File: src/rtl/osc_pkg.sv
// constants shared by the oscillator, master clock and soft-error-check logic
// assumes one 100 MHz clock standing for the undivided oscillator output
`default_nettype none
package osc_pkg;
    // ---------------------------------------------------------------
    // clock figures, in 10 kHz units
    // ---------------------------------------------------------------
    localparam int       CLK_MHZ        = 100;
    localparam int       RATE_UNIT_KHZ  = 10;
    localparam int       DIV_W          = 16;
    localparam logic [15:0] CLK_RATE    = 16'(CLK_MHZ * 1000 / RATE_UNIT_KHZ);
    localparam int       RATE_COUNT     = 21;
    localparam logic [4:0]  MCLK_DEFAULT = 5'h00;
    localparam logic [15:0] MCLK_RATE [RATE_COUNT] = '{
        16'h00D0, 16'h00F6, 16'h013D, 16'h01AD, 16'h022A, 16'h02BC, 16'h033F,
        16'h0395, 16'h03FF, 16'h0532, 16'h05C6, 16'h07FE, 16'h0A64, 16'h0B8C,
        16'h0CFD, 16'h0ED8, 16'h1151, 16'h14C8, 16'h19FA, 16'h22A3, 16'h33F4};
    // ---------------------------------------------------------------
    // register map, byte addresses
    // ---------------------------------------------------------------
    localparam logic [7:0] CTRL_ADDR     = 8'h00;
    localparam logic [7:0] MCLK_ADDR     = 8'h04;
    localparam logic [7:0] UDIV_ADDR     = 8'h08;
    localparam logic [7:0] SDIV_ADDR     = 8'h0C;
    localparam logic [7:0] EXPECT_ADDR   = 8'h10;
    localparam logic [7:0] STATUS_ADDR   = 8'h14;
    localparam logic [7:0] IRQ_STAT_ADDR = 8'h18;
    localparam logic [7:0] IRQ_CLR_ADDR  = 8'h1C;
    localparam logic [7:0] IRQ_EN_ADDR   = 8'h20;
    // control bits
    localparam int CTRL_OSC_EN  = 0;
    localparam int CTRL_CHK_EN  = 1;
    localparam int CTRL_CHK_PWR = 2;
    localparam int CTRL_PLL_EN  = 3;
    localparam int CTRL_TREE_EN = 4;
    localparam int CTRL_CFG_OK  = 5;
    localparam int CTRL_W       = 6;
    // interrupt bits
    localparam int IRQ_DONE = 0;
    localparam int IRQ_ERR  = 1;
    localparam int IRQ_MCLK = 2;
    localparam int IRQ_W    = 3;
    // reset values
    localparam logic [CTRL_W-1:0] CTRL_RESET   = 6'h15;
    localparam logic [15:0]       UDIV_RESET   = 16'h0002;
    localparam logic [15:0]       SDIV_RESET   = 16'h0008;
    localparam logic [15:0]       EXPECT_RESET = 16'h0000;
    // check engine
    localparam int          CELL_WORDS = 16;
    localparam logic [15:0] CRC_INIT   = 16'hFFFF;
    localparam logic [15:0] CRC_POLY   = 16'h1021;
endpackage : osc_pkg
`default_nettype wire

File: src/rtl/check_if.sv
// bundle between the check controller and the crc engine
// assumes both ends share one clock
`default_nettype none
interface check_if #(parameter int AW = 4);
    logic          start;
    logic          power;
    logic          tick;
    logic [15:0]   data;
    logic [AW-1:0] addr;
    logic          busy;
    logic          done;
    logic [15:0]   crc;
    modport ctrl   (output start, power, tick, data, input addr, busy, done, crc);
    modport engine (input start, power, tick, data, output addr, busy, done, crc);
endinterface : check_if
`default_nettype wire

File: src/rtl/osc_clock_ctrl.sv
// oscillator enable, clock routing, master clock rate selection and the
// soft-error-check controller with its register port and interrupt
// assumes fabric inputs and the cell array run on clk; clk is the raw oscillator
`default_nettype none
// Function
// - oscillator runs only when configuration enable and user enable are both high.
// - oscillator output offered to the clock tree and as pll reference.
// - oscillator output divided by a programmable divider for slower clocks.
// - master clock starts at 2.08 MHz after power-up.
// - master clock switches once the clock selection bits are received.
// - without a selection the master clock stays at 2.08 MHz.
// - master clock rates form a fixed table from 2.08 to 133 MHz.
// - check option set means a crc check runs after configuration completes.
// - fabric start input launches a check during user operation.
// - check clock comes from its own divider fed by the undivided oscillator.
// - check circuit can be switched off entirely to save power.
module osc_clock_ctrl
    import osc_pkg::*;
#(
    parameter int WORDS = CELL_WORDS
) (
    input  wire logic        clk,
    input  wire logic        rstn,
    input  wire logic [7:0]  addr,
    input  wire logic [31:0] wdata,
    input  wire logic        wr,
    input  wire logic        rd,
    output logic      [31:0] rdata,
    input  wire logic        user_osc_en,
    input  wire logic        check_start,
    input  wire logic [15:0] cell_data,
    output logic      [7:0]  cell_addr,
    output logic             osc_run,
    output logic             tree_clk_en,
    output logic             pll_ref_en,
    output logic             mclk_en,
    output logic             user_div_en,
    output logic             check_clk_en,
    output logic             check_done,
    output logic             check_err,
    output logic             irq
);
    localparam int AW = 8;
    initial begin
        if (WORDS < 1 || WORDS > 256) $error("osc_clock_ctrl: WORDS out of range");
    end

    // ---------------------------------------------------------------
    // state
    // ---------------------------------------------------------------
    typedef struct packed {
        logic [CTRL_W-1:0] ctrl;
        logic [4:0]        mclk_sel;
        logic              mclk_chosen;
        logic              mclk_restart;
        logic [15:0]       udiv;
        logic [15:0]       sdiv;
        logic [15:0]       expect_crc;
        logic [IRQ_W-1:0]  irq_stat;
        logic [IRQ_W-1:0]  irq_en;
        logic [31:0]       rdata;
        logic              osc_run;
        logic              tree_en;
        logic              pll_en;
        logic              start;
        logic              start_prev;
        logic              auto_fired;
        logic              done;
        logic              err;
        logic              irq;
    } top_state_type;
    top_state_type st, next_st;

    check_if #(.AW(AW)) chk ();
    logic            mclk_tick;
    logic            udiv_tick;
    logic            sdiv_tick;
    logic            wr_ctrl;
    logic            wr_mclk;
    logic            start_req;
    logic            pass;
    logic [IRQ_W-1:0] events;

    // ---------------------------------------------------------------
    // dividers
    // ---------------------------------------------------------------
    rate_divider #(.W(DIV_W)) mclk_div (
        .clk     (clk),
        .rstn    (rstn),
        .run     (st.osc_run),
        .restart (st.mclk_restart),
        .step    (MCLK_RATE[st.mclk_sel]),
        .modulus (CLK_RATE),
        .tick    (mclk_tick)
    );
    rate_divider #(.W(DIV_W)) user_div (
        .clk     (clk),
        .rstn    (rstn),
        .run     (st.osc_run),
        .restart (1'b0),
        .step    (16'h0001),
        .modulus ((st.udiv == 16'h0000) ? 16'h0001 : st.udiv),
        .tick    (udiv_tick)
    );
    // fed by the raw oscillator, never by the master clock divider
    rate_divider #(.W(DIV_W)) check_div (
        .clk     (clk),
        .rstn    (rstn),
        .run     (st.osc_run && st.ctrl[CTRL_CHK_PWR]),
        .restart (1'b0),
        .step    (16'h0001),
        .modulus ((st.sdiv == 16'h0000) ? 16'h0001 : st.sdiv),
        .tick    (sdiv_tick)
    );

    crc_engine #(.WORDS(WORDS), .AW(AW)) engine (
        .clk  (clk),
        .rstn (rstn),
        .chk  (chk.engine)
    );
    assign chk.start = st.start;
    assign chk.power = st.ctrl[CTRL_CHK_PWR];
    assign chk.tick  = sdiv_tick;
    assign chk.data  = cell_data;

    // ---------------------------------------------------------------
    // next state
    // ---------------------------------------------------------------
    assign wr_ctrl   = wr && (addr == CTRL_ADDR);
    assign wr_mclk   = wr && (addr == MCLK_ADDR) && (wdata[4:0] < 5'(RATE_COUNT));
    assign pass      = (chk.crc == st.expect_crc);
    assign events    = {st.mclk_restart, chk.done && !pass, chk.done && pass};

    always_comb begin
        next_st = st;
        next_st.mclk_restart = 1'b0;
        next_st.start        = 1'b0;
        next_st.rdata        = 32'h0000_0000;
        next_st.start_prev   = check_start;
        start_req            = 1'b0;

        if (wr_ctrl) begin
            // configuration-complete bit is sticky once set
            next_st.ctrl = wdata[CTRL_W-1:0] | (st.ctrl & (CTRL_W'(1) << CTRL_CFG_OK));
        end
        if (wr_mclk) begin
            next_st.mclk_sel     = wdata[4:0];
            next_st.mclk_chosen  = 1'b1;
            next_st.mclk_restart = 1'b1;
        end
        if (wr && (addr == UDIV_ADDR)) next_st.udiv = wdata[15:0];
        if (wr && (addr == SDIV_ADDR)) next_st.sdiv = wdata[15:0];
        if (wr && (addr == EXPECT_ADDR)) next_st.expect_crc = wdata[15:0];
        if (wr && (addr == IRQ_EN_ADDR)) next_st.irq_en = wdata[IRQ_W-1:0];

        // gate both enables; either one stops the oscillator
        next_st.osc_run = next_st.ctrl[CTRL_OSC_EN] && user_osc_en;
        next_st.tree_en = next_st.osc_run && next_st.ctrl[CTRL_TREE_EN];
        next_st.pll_en  = next_st.osc_run && next_st.ctrl[CTRL_PLL_EN];

        // one automatic check when configuration completes
        if (st.ctrl[CTRL_CFG_OK] && st.ctrl[CTRL_CHK_EN] && !st.auto_fired) begin
            next_st.auto_fired = 1'b1;
            start_req          = 1'b1;
        end
        if (check_start && !st.start_prev) start_req = 1'b1;
        if (start_req && st.ctrl[CTRL_CHK_PWR] && !chk.busy && !st.start) begin
            next_st.start = 1'b1;
            next_st.done  = 1'b0;
            next_st.err   = 1'b0;
        end
        if (chk.done) begin
            next_st.done = pass;
            next_st.err  = !pass;
        end

        // set wins over a clear arriving in the same cycle
        if (wr && (addr == IRQ_CLR_ADDR)) begin
            next_st.irq_stat = st.irq_stat & ~wdata[IRQ_W-1:0];
        end
        next_st.irq_stat = next_st.irq_stat | events;
        next_st.irq      = |(next_st.irq_stat & next_st.irq_en);

        if (rd) begin
            unique case (addr)
                CTRL_ADDR:     next_st.rdata = 32'(st.ctrl);
                MCLK_ADDR:     next_st.rdata = {26'h0, st.mclk_chosen, st.mclk_sel};
                UDIV_ADDR:     next_st.rdata = {16'h0000, st.udiv};
                SDIV_ADDR:     next_st.rdata = {16'h0000, st.sdiv};
                EXPECT_ADDR:   next_st.rdata = {16'h0000, st.expect_crc};
                STATUS_ADDR:   next_st.rdata = {chk.crc, 11'h000, st.err, st.done,
                                                chk.busy, st.ctrl[CTRL_CFG_OK], st.osc_run};
                IRQ_STAT_ADDR: next_st.rdata = 32'(st.irq_stat);
                IRQ_EN_ADDR:   next_st.rdata = 32'(st.irq_en);
                default:       next_st.rdata = 32'h0000_0000;
            endcase
        end
    end

    always_ff @(posedge clk) begin
        if (!rstn) begin
            st            <= '0;
            st.ctrl       <= CTRL_RESET;
            st.mclk_sel   <= MCLK_DEFAULT;
            st.udiv       <= UDIV_RESET;
            st.sdiv       <= SDIV_RESET;
            st.expect_crc <= EXPECT_RESET;
        end else begin
            st <= next_st;
        end
    end

    // ---------------------------------------------------------------
    // outputs
    // ---------------------------------------------------------------
    assign rdata        = st.rdata;
    assign cell_addr    = chk.addr;
    assign osc_run      = st.osc_run;
    assign tree_clk_en  = st.tree_en;
    assign pll_ref_en   = st.pll_en;
    assign mclk_en      = mclk_tick;
    assign user_div_en  = udiv_tick;
    assign check_clk_en = sdiv_tick;
    assign check_done   = st.done;
    assign check_err    = st.err;
    assign irq          = st.irq;

    // ---------------------------------------------------------------
    // checks
    // ---------------------------------------------------------------
    chk_osc_gate_off: assert property (@(posedge clk) disable iff (!rstn)
        (!user_osc_en || !next_st.ctrl[CTRL_OSC_EN]) |=> !osc_run ##1
            (!mclk_en && !user_div_en && !check_clk_en))
        else $error("oscillator ran without both enables");
    chk_route_follow: assert property (@(posedge clk) disable iff (!rstn)
        (tree_clk_en |-> osc_run && st.ctrl[CTRL_TREE_EN]) and
        (pll_ref_en |-> osc_run && st.ctrl[CTRL_PLL_EN]))
        else $error("clock routed while oscillator stopped");
    chk_user_div_gap: assert property (@(posedge clk) disable iff (!rstn)
        (user_div_en && st.udiv > 16'h0001 && $stable(st.udiv)) |=> !user_div_en)
        else $error("divided clock ticked on back to back cycles");
    chk_mclk_default: assert property (@(posedge clk) disable iff (!rstn)
        !st.mclk_chosen |-> st.mclk_sel == MCLK_DEFAULT)
        else $error("master clock left its default without a selection");
    chk_mclk_switch: assert property (@(posedge clk) disable iff (!rstn)
        wr_mclk |=> st.mclk_sel == $past(wdata[4:0]) && st.mclk_restart ##1 !mclk_en)
        else $error("master clock did not switch on selection");
    chk_mclk_range: assert property (@(posedge clk) disable iff (!rstn)
        st.mclk_sel < 5'(RATE_COUNT) && MCLK_RATE[st.mclk_sel] >= 16'h00D0 &&
        MCLK_RATE[st.mclk_sel] <= 16'h33F4)
        else $error("master clock rate outside the table");
    chk_auto_check: assert property (@(posedge clk) disable iff (!rstn)
        ($rose(st.ctrl[CTRL_CFG_OK]) && st.ctrl[CTRL_CHK_EN] && st.ctrl[CTRL_CHK_PWR]
            && !chk.busy && !st.start) |-> ##[1:2] chk.busy)
        else $error("no check after configuration completed");
    chk_user_start: assert property (@(posedge clk) disable iff (!rstn)
        ($rose(check_start) && st.ctrl[CTRL_CHK_PWR] && $stable(st.ctrl)
            && !chk.busy && !st.start) |-> ##[1:3] chk.busy)
        else $error("fabric start did not launch a check");
    chk_check_hold: assert property (@(posedge clk) disable iff (!rstn)
        (chk.busy && !check_clk_en && chk.power) |=> $stable(chk.addr) && $stable(chk.crc))
        else $error("check advanced without its clock");
    chk_power_off: assert property (@(posedge clk) disable iff (!rstn)
        !st.ctrl[CTRL_CHK_PWR] |=> !chk.busy && !check_clk_en)
        else $error("check circuit active while switched off");
    chk_result_flag: assert property (@(posedge clk) disable iff (!rstn)
        chk.done |=> (check_err == ($past(chk.crc) != st.expect_crc)) &&
            (check_done != check_err))
        else $error("check result flags disagree with crc");
endmodule : osc_clock_ctrl
`default_nettype wire

File: src/rtl/rate_divider.sv
// fractional rate divider: one-cycle tick at step/modulus of the clock rate
// assumes modulus is nonzero; step at or above modulus ticks every cycle
`default_nettype none
module rate_divider
    import osc_pkg::*;
#(
    parameter int W = DIV_W
) (
    input  wire logic         clk,
    input  wire logic         rstn,
    input  wire logic         run,
    input  wire logic         restart,
    input  wire logic [W-1:0] step,
    input  wire logic [W-1:0] modulus,
    output logic              tick
);
    initial begin
        if (W < 2) $error("rate_divider needs W of at least 2");
    end
    typedef struct packed {
        logic [W-1:0] acc;
        logic         tick;
    } div_state_type;
    div_state_type st, next_st;
    logic [W:0]    sum;

    always_comb begin
        next_st = st;
        sum = {1'b0, st.acc} + {1'b0, step};
        next_st.tick = 1'b0;
        if (!run || restart) begin
            next_st.acc = '0;
        end else if (step >= modulus) begin
            next_st.acc  = '0;
            next_st.tick = 1'b1;
        end else if (sum >= {1'b0, modulus}) begin
            next_st.acc  = W'(sum - {1'b0, modulus});
            next_st.tick = 1'b1;
        end else begin
            next_st.acc = sum[W-1:0];
        end
    end
    always_ff @(posedge clk) begin
        if (!rstn) st <= '0;
        else st <= next_st;
    end
    assign tick = st.tick;
endmodule : rate_divider
`default_nettype wire

File: src/rtl/crc_engine.sv
// crc walk over the configuration cells, one word per check-clock tick
// assumes the cell array answers the address within the same cycle
`default_nettype none
module crc_engine
    import osc_pkg::*;
#(
    parameter int WORDS = CELL_WORDS,
    parameter int AW    = 4
) (
    input  wire logic clk,
    input  wire logic rstn,
    check_if.engine   chk
);
    initial begin
        if (WORDS < 1 || WORDS > (1 << AW)) $error("crc_engine: WORDS does not fit AW");
    end
    typedef enum logic {IDLE, RUN} phase_type;
    typedef struct packed {
        phase_type     phase;
        logic [AW-1:0] addr;
        logic [15:0]   crc;
        logic          done;
    } eng_state_type;
    eng_state_type st, next_st;

    function automatic logic [15:0] crc_step(input logic [15:0] c, input logic [15:0] d);
        logic [15:0] r;
        r = c;
        for (int i = 15; i >= 0; i--) begin
            r = (r[15] ^ d[i]) ? ((r << 1) ^ CRC_POLY) : (r << 1);
        end
        return r;
    endfunction : crc_step

    always_comb begin
        next_st = st;
        next_st.done = 1'b0;
        if (!chk.power) begin
            // powered off: nothing toggles
            next_st = '0;
        end else begin
            unique case (st.phase)
                IDLE: begin
                    if (chk.start) begin
                        next_st.phase = RUN;
                        next_st.addr  = '0;
                        next_st.crc   = CRC_INIT;
                    end
                end
                RUN: begin
                    if (chk.tick) begin
                        next_st.crc = crc_step(st.crc, chk.data);
                        if (st.addr == AW'(WORDS - 1)) begin
                            next_st.phase = IDLE;
                            next_st.done  = 1'b1;
                        end else begin
                            next_st.addr = st.addr + 1'b1;
                        end
                    end
                end
            endcase
        end
    end
    always_ff @(posedge clk) begin
        if (!rstn) st <= '0;
        else st <= next_st;
    end
    assign chk.addr = st.addr;
    assign chk.busy = (st.phase == RUN);
    assign chk.done = st.done;
    assign chk.crc  = st.crc;
endmodule : crc_engine
`default_nettype wire

File: config.mk
export PLATFORM = sky130hd
export DESIGN_NAME = osc_clock_ctrl
export DESIGN_NICKNAME = d
export VERILOG_FILES = /design/src/rtl/osc_pkg.sv /design/src/rtl/check_if.sv /design/src/rtl/osc_clock_ctrl.sv /design/src/rtl/rate_divider.sv /design/src/rtl/crc_engine.sv
export SDC_FILE = /design/constraint.sdc
export NUM_CORES = 1
export LEC_CHECK = 0
export BUFFER_PORTS_ARGS = -buffer_cell sky130_fd_sc_hd__buf_2
export CORE_MARGIN = 2
export CORE_UTILIZATION = 40
export CTS_CLUSTER_DIAMETER = 120
export CTS_CLUSTER_SIZE = 12
export DETAILED_ROUTE_END_ITERATION = 8
export PLACE_DENSITY = 0.58
export SLEW_MARGIN = 20
export SYNTH_ARGS = -nofsm -noshare
export SYNTH_HDL_FRONTEND = slang
export SYNTH_HIERARCHICAL = 1
export SYNTH_SLANG_ARGS = --single-unit
export TNS_END_PERCENT = 10
File: constraint.sdc
create_clock -name clk -period 13.27 [get_ports clk]
set_clock_uncertainty 0.1 [all_clocks]
set_input_delay 2.654 -clock clk [delete_from_list [all_inputs] [get_ports clk]]
set_output_delay 2.654 -clock clk [all_outputs]
set_load 0.02 [all_outputs]
==> results by group <==
Clocking
  • Clock latency on the worst-skew pair: 0.46 ns
  • Clock-pin transition on the worst setup and hold timing paths: 0.07 ns
  • Root Buffer: clkbuf_16
  • CTS Sinks: around 190
  • Post-CTS Hold Buffers: 0
  • CTS tree: built
  • Cts bufs inserted: 17
  • Gates resized, CTS repair: 0
  • Clock Path Buffers: 2
  • # Post-CTS Setup Buffers: 0
  • # H-tree levels: 4

GRT
  • Gr busiest metal: met2
  • Largest net degree at the start of global routing: 61
  • GRT met3 Usage: 0.0281
  • First-pass GRT wire length: 58400 µm
  • GR Util met1: 0.266
  • Initial antenna violation count: 1
  • All-layer global routing usage: 0.197
  • Number of global-route vias before repair: between 10000 and 15000
  • Met2 GRT Util: 0.322
  • GRT overflow: 0

Timing
  • Max Freq: 162 MHz
  • Period utilization: 0.466
  • Endpoints failing setup: 0
  • Final-report max-slew violation count: 0
  • Unrepaired setup endpoints after global routing: false
  • Post-Route Setup TNS: 0 ns
  • Final hold vios: 0
  • Final Critical Period: slightly above 6 ns
  • Slew margin rel.: 0.332
  • Slew of the pin with the lowest slew margin: 1.00 ns

Finish
  • Util after Layout: 0.445
  • Share of cells above drive strength 1: 0.108
  • Commonest cells after routing, fill and taps aside: dfxtp_1 (185), a21oi_1 (160), nand2_1 (157)
  • Nets: between 2000 and 2500
  • Commonest non-fill, non-tap cell in the layout: dfxtp_1
  • Fill cells: 3502
  • Synthesis-to-finish area growth: 8.93%

Detailed routing
  • Via count: 12000
  • Post-DRT Antenna Nets: 0
  • Average routed wire per standard cell: approximately 16 µm
  • First-pass DRT Iterations: 8
  • DR iter-0 viols: around 640
  • Routed WL: 35500 µm
  • Avg Vias per Cell: ~5.3
  • Drt drc: 0

Floorplanning
  • Boundary Pins: approximately 110
  • Full die area: 36900 µm²
  • Chip Width: 192 µm
  • Core area: 34700 µm²
  • Initial Util: 0.408
  • Row count: just under 70
  • Die H: 192 µm

Synthesis
  • Yosys cell types: slightly above 90
  • Post-Synth XOR/XNOR Area: 0.0949
  • Ys flop type: dfxtp_1
  • Syn Inst Count: around 1700
  • Post-synthesis mux area share: 0.0421
  • Yosys warns: 6
  • Synth Area in Compound Gates: 0.209
  • Post-synth EDFFs: 0
  • Synth Area in Adders: 0.142
  • Count of state elements after synthesis: 185
  • Largest family of logic cells by synthesized area: compound AO/OA/AOI/OAI gates
  • Seq/Total Area, Yosys: 0.261
  • Cell area after synthesis: 14200 µm²
  • Synth Area in Simple Gates: 0.182
  • Async SR Flop Fraction: 0
  • Syn avg cell area: around 8.3 µm²

Outcome
  • Status: finished clean

Worst hold path
  • Hold path cells: 2
  • Hold/Removal Path Class: reg -> reg

Setup path
  • Critical Path Stages: 18
  • Cell at the slowest stage of the critical path: dfxtp_1
  • WP data required: 13.49 ns
  • Delay-heaviest family, CP: compound AO/OA/AOI/OAI gates
  • Worst reg2reg path depth: 18
  • Arr. time, crit path: 6.40 ns
  • CP Cell Sequence: inv_1 -> mux4_2 -> nor2b_1 -> a31oi_1 -> ha_1 -> and3_2 -> a221o_1 -> a31oi_1 -> a21oi_1 -> xor2_1 -> ha_1 -> nand4_1 -> nor3_1 -> a2111oi_4 -> o211ai_2 -> a41oi_4 -> mux2i_1 -> nor2_1
  • Critical path peak fanout: 20
  • Worst path max stage delay: ~0.77 ns
  • Worst path bufs/invs: 1
  • Critical Path Sink Type: register
  • Crit path launch type: register
  • Critical path type: reg -> reg

Placement
  • # port buffers: 94
  • Placer Congestion: 0.881
  • Hpwl dp: roughly 28000 µm

Power and ir drop
  • Leak: 6.57 nW
  • Final Power: 1.39 mW
  • Maximum vdd drop: 0.0994 mV
  • Pwr dens: 89.8 nW/µm²

Job
  • MaxCap Viol Count: 0
## layout make-up
class / count / area (µm²) / share of cell area
diodes: 1 / 2.50 / 0.000162
clock buffers: 18 / 429 / 0.0278
clock inverters: 13 / 114 / 0.00738
inverters: 78 / 293 / 0.0190
multi-input cells: 1414 / 9830 / 0.637
flip-flops and latches: 185 / 3700 / 0.240
well taps: 455 / 569 / 0.0369
repair buffers: 97 / 493 / 0.0319
## synth_stat cells, drive strengths merged, types with 25 or more instances
| library cell | instances | area share |
|---|---|---|
| a21o | 29 | 0.016 |
| ha | 151 | 0.13 |
| a21oi | 169 | 0.062 |
| clkbuf | 70 | 0.019 |
| xnor2 | 92 | 0.060 |
| nor3 | 25 | 0.0088 |
| and2 | 27 | 0.012 |
| buf | 55 | 0.029 |
| nand3 | 47 | 0.017 |
| mux2i | 54 | 0.038 |
| nor2 | 139 | 0.037 |
| dfxtp | 185 | 0.26 |
| inv | 78 | 0.021 |
| o21ai | 93 | 0.034 |
| xor2 | 43 | 0.028 |
| nand2 | 168 | 0.046 |
## registers in the layout, indices dropped and copies added, names as in the netlist, 8 cells and up
signal	count
check_div/st	16
engine/chk.crc	16
rdata	32
engine/chk.addr	8
mclk_div/st	16
st	67
user_div/st	16
## layer usage
layer | vias up | wire, µm
li1 | 6124 | -
met1 | 5558 | 17000
met2 | 231 | 16300
met3 | 44 | 1410
met4 | 0 | 822
met5 | - | 0
## metrics by stage
stage / hold WS, ns / cell area (µm²) / cells / setup WS (ns)
floorplan: 0.338 / 14500 / 1802 / 7.94
global route: 0.391 / 15400 / 2260 / 6.74
global placement: 0.356 / 14900 / 2229 / 7.18
CTS: 0.375 / 15400 / 2260 / 7.11
detailed placement: 0.359 / 14900 / 2229 / 7.15
finish: 0.374 / 15400 / 2261 / 7.09
## report_power, final
part / internal (mW) / switching (mW)
combinational: 0.143 / 0.180
clock: 0.245 / 0.246
sequential: 0.562 / 0.00843
total: 0.950 / 0.435
## worst register-to-register path, delay by kind of cell, from the launching register on
family / cells / cell delay (ns)
fa+ha+maj: 2 / 0.68
mux: 2 / 0.78
simple gates: 5 / 0.80
compound gates: 7 / 2.41
xor+xnor: 1 / 0.20
flops: 1 / 0.77
buf+inv: 1 / 0.32
## cells by family after synthesis
kind of cell	count (synthesis)
other	2
flip-flops	185
XOR/XNOR	139
adder cells (fa/ha/maj)	157
AND/OR/NAND/NOR	529
multiplexers	57
AO/OA/AOI/OAI	443
buffers and inverters	203
## final timing paths
kind | slack (ns) | endpoint | start
worst max-delay path | 7.09 | mclk_div/st[3] | st[99]
worst min-delay path | 0.37 | st[96] | st[96]
worst max register to register | 7.09 | mclk_div/st[3] | st[99]
worst min register to register | 0.37 | st[96] | st[96]
(Power assumes the default switching activity.)
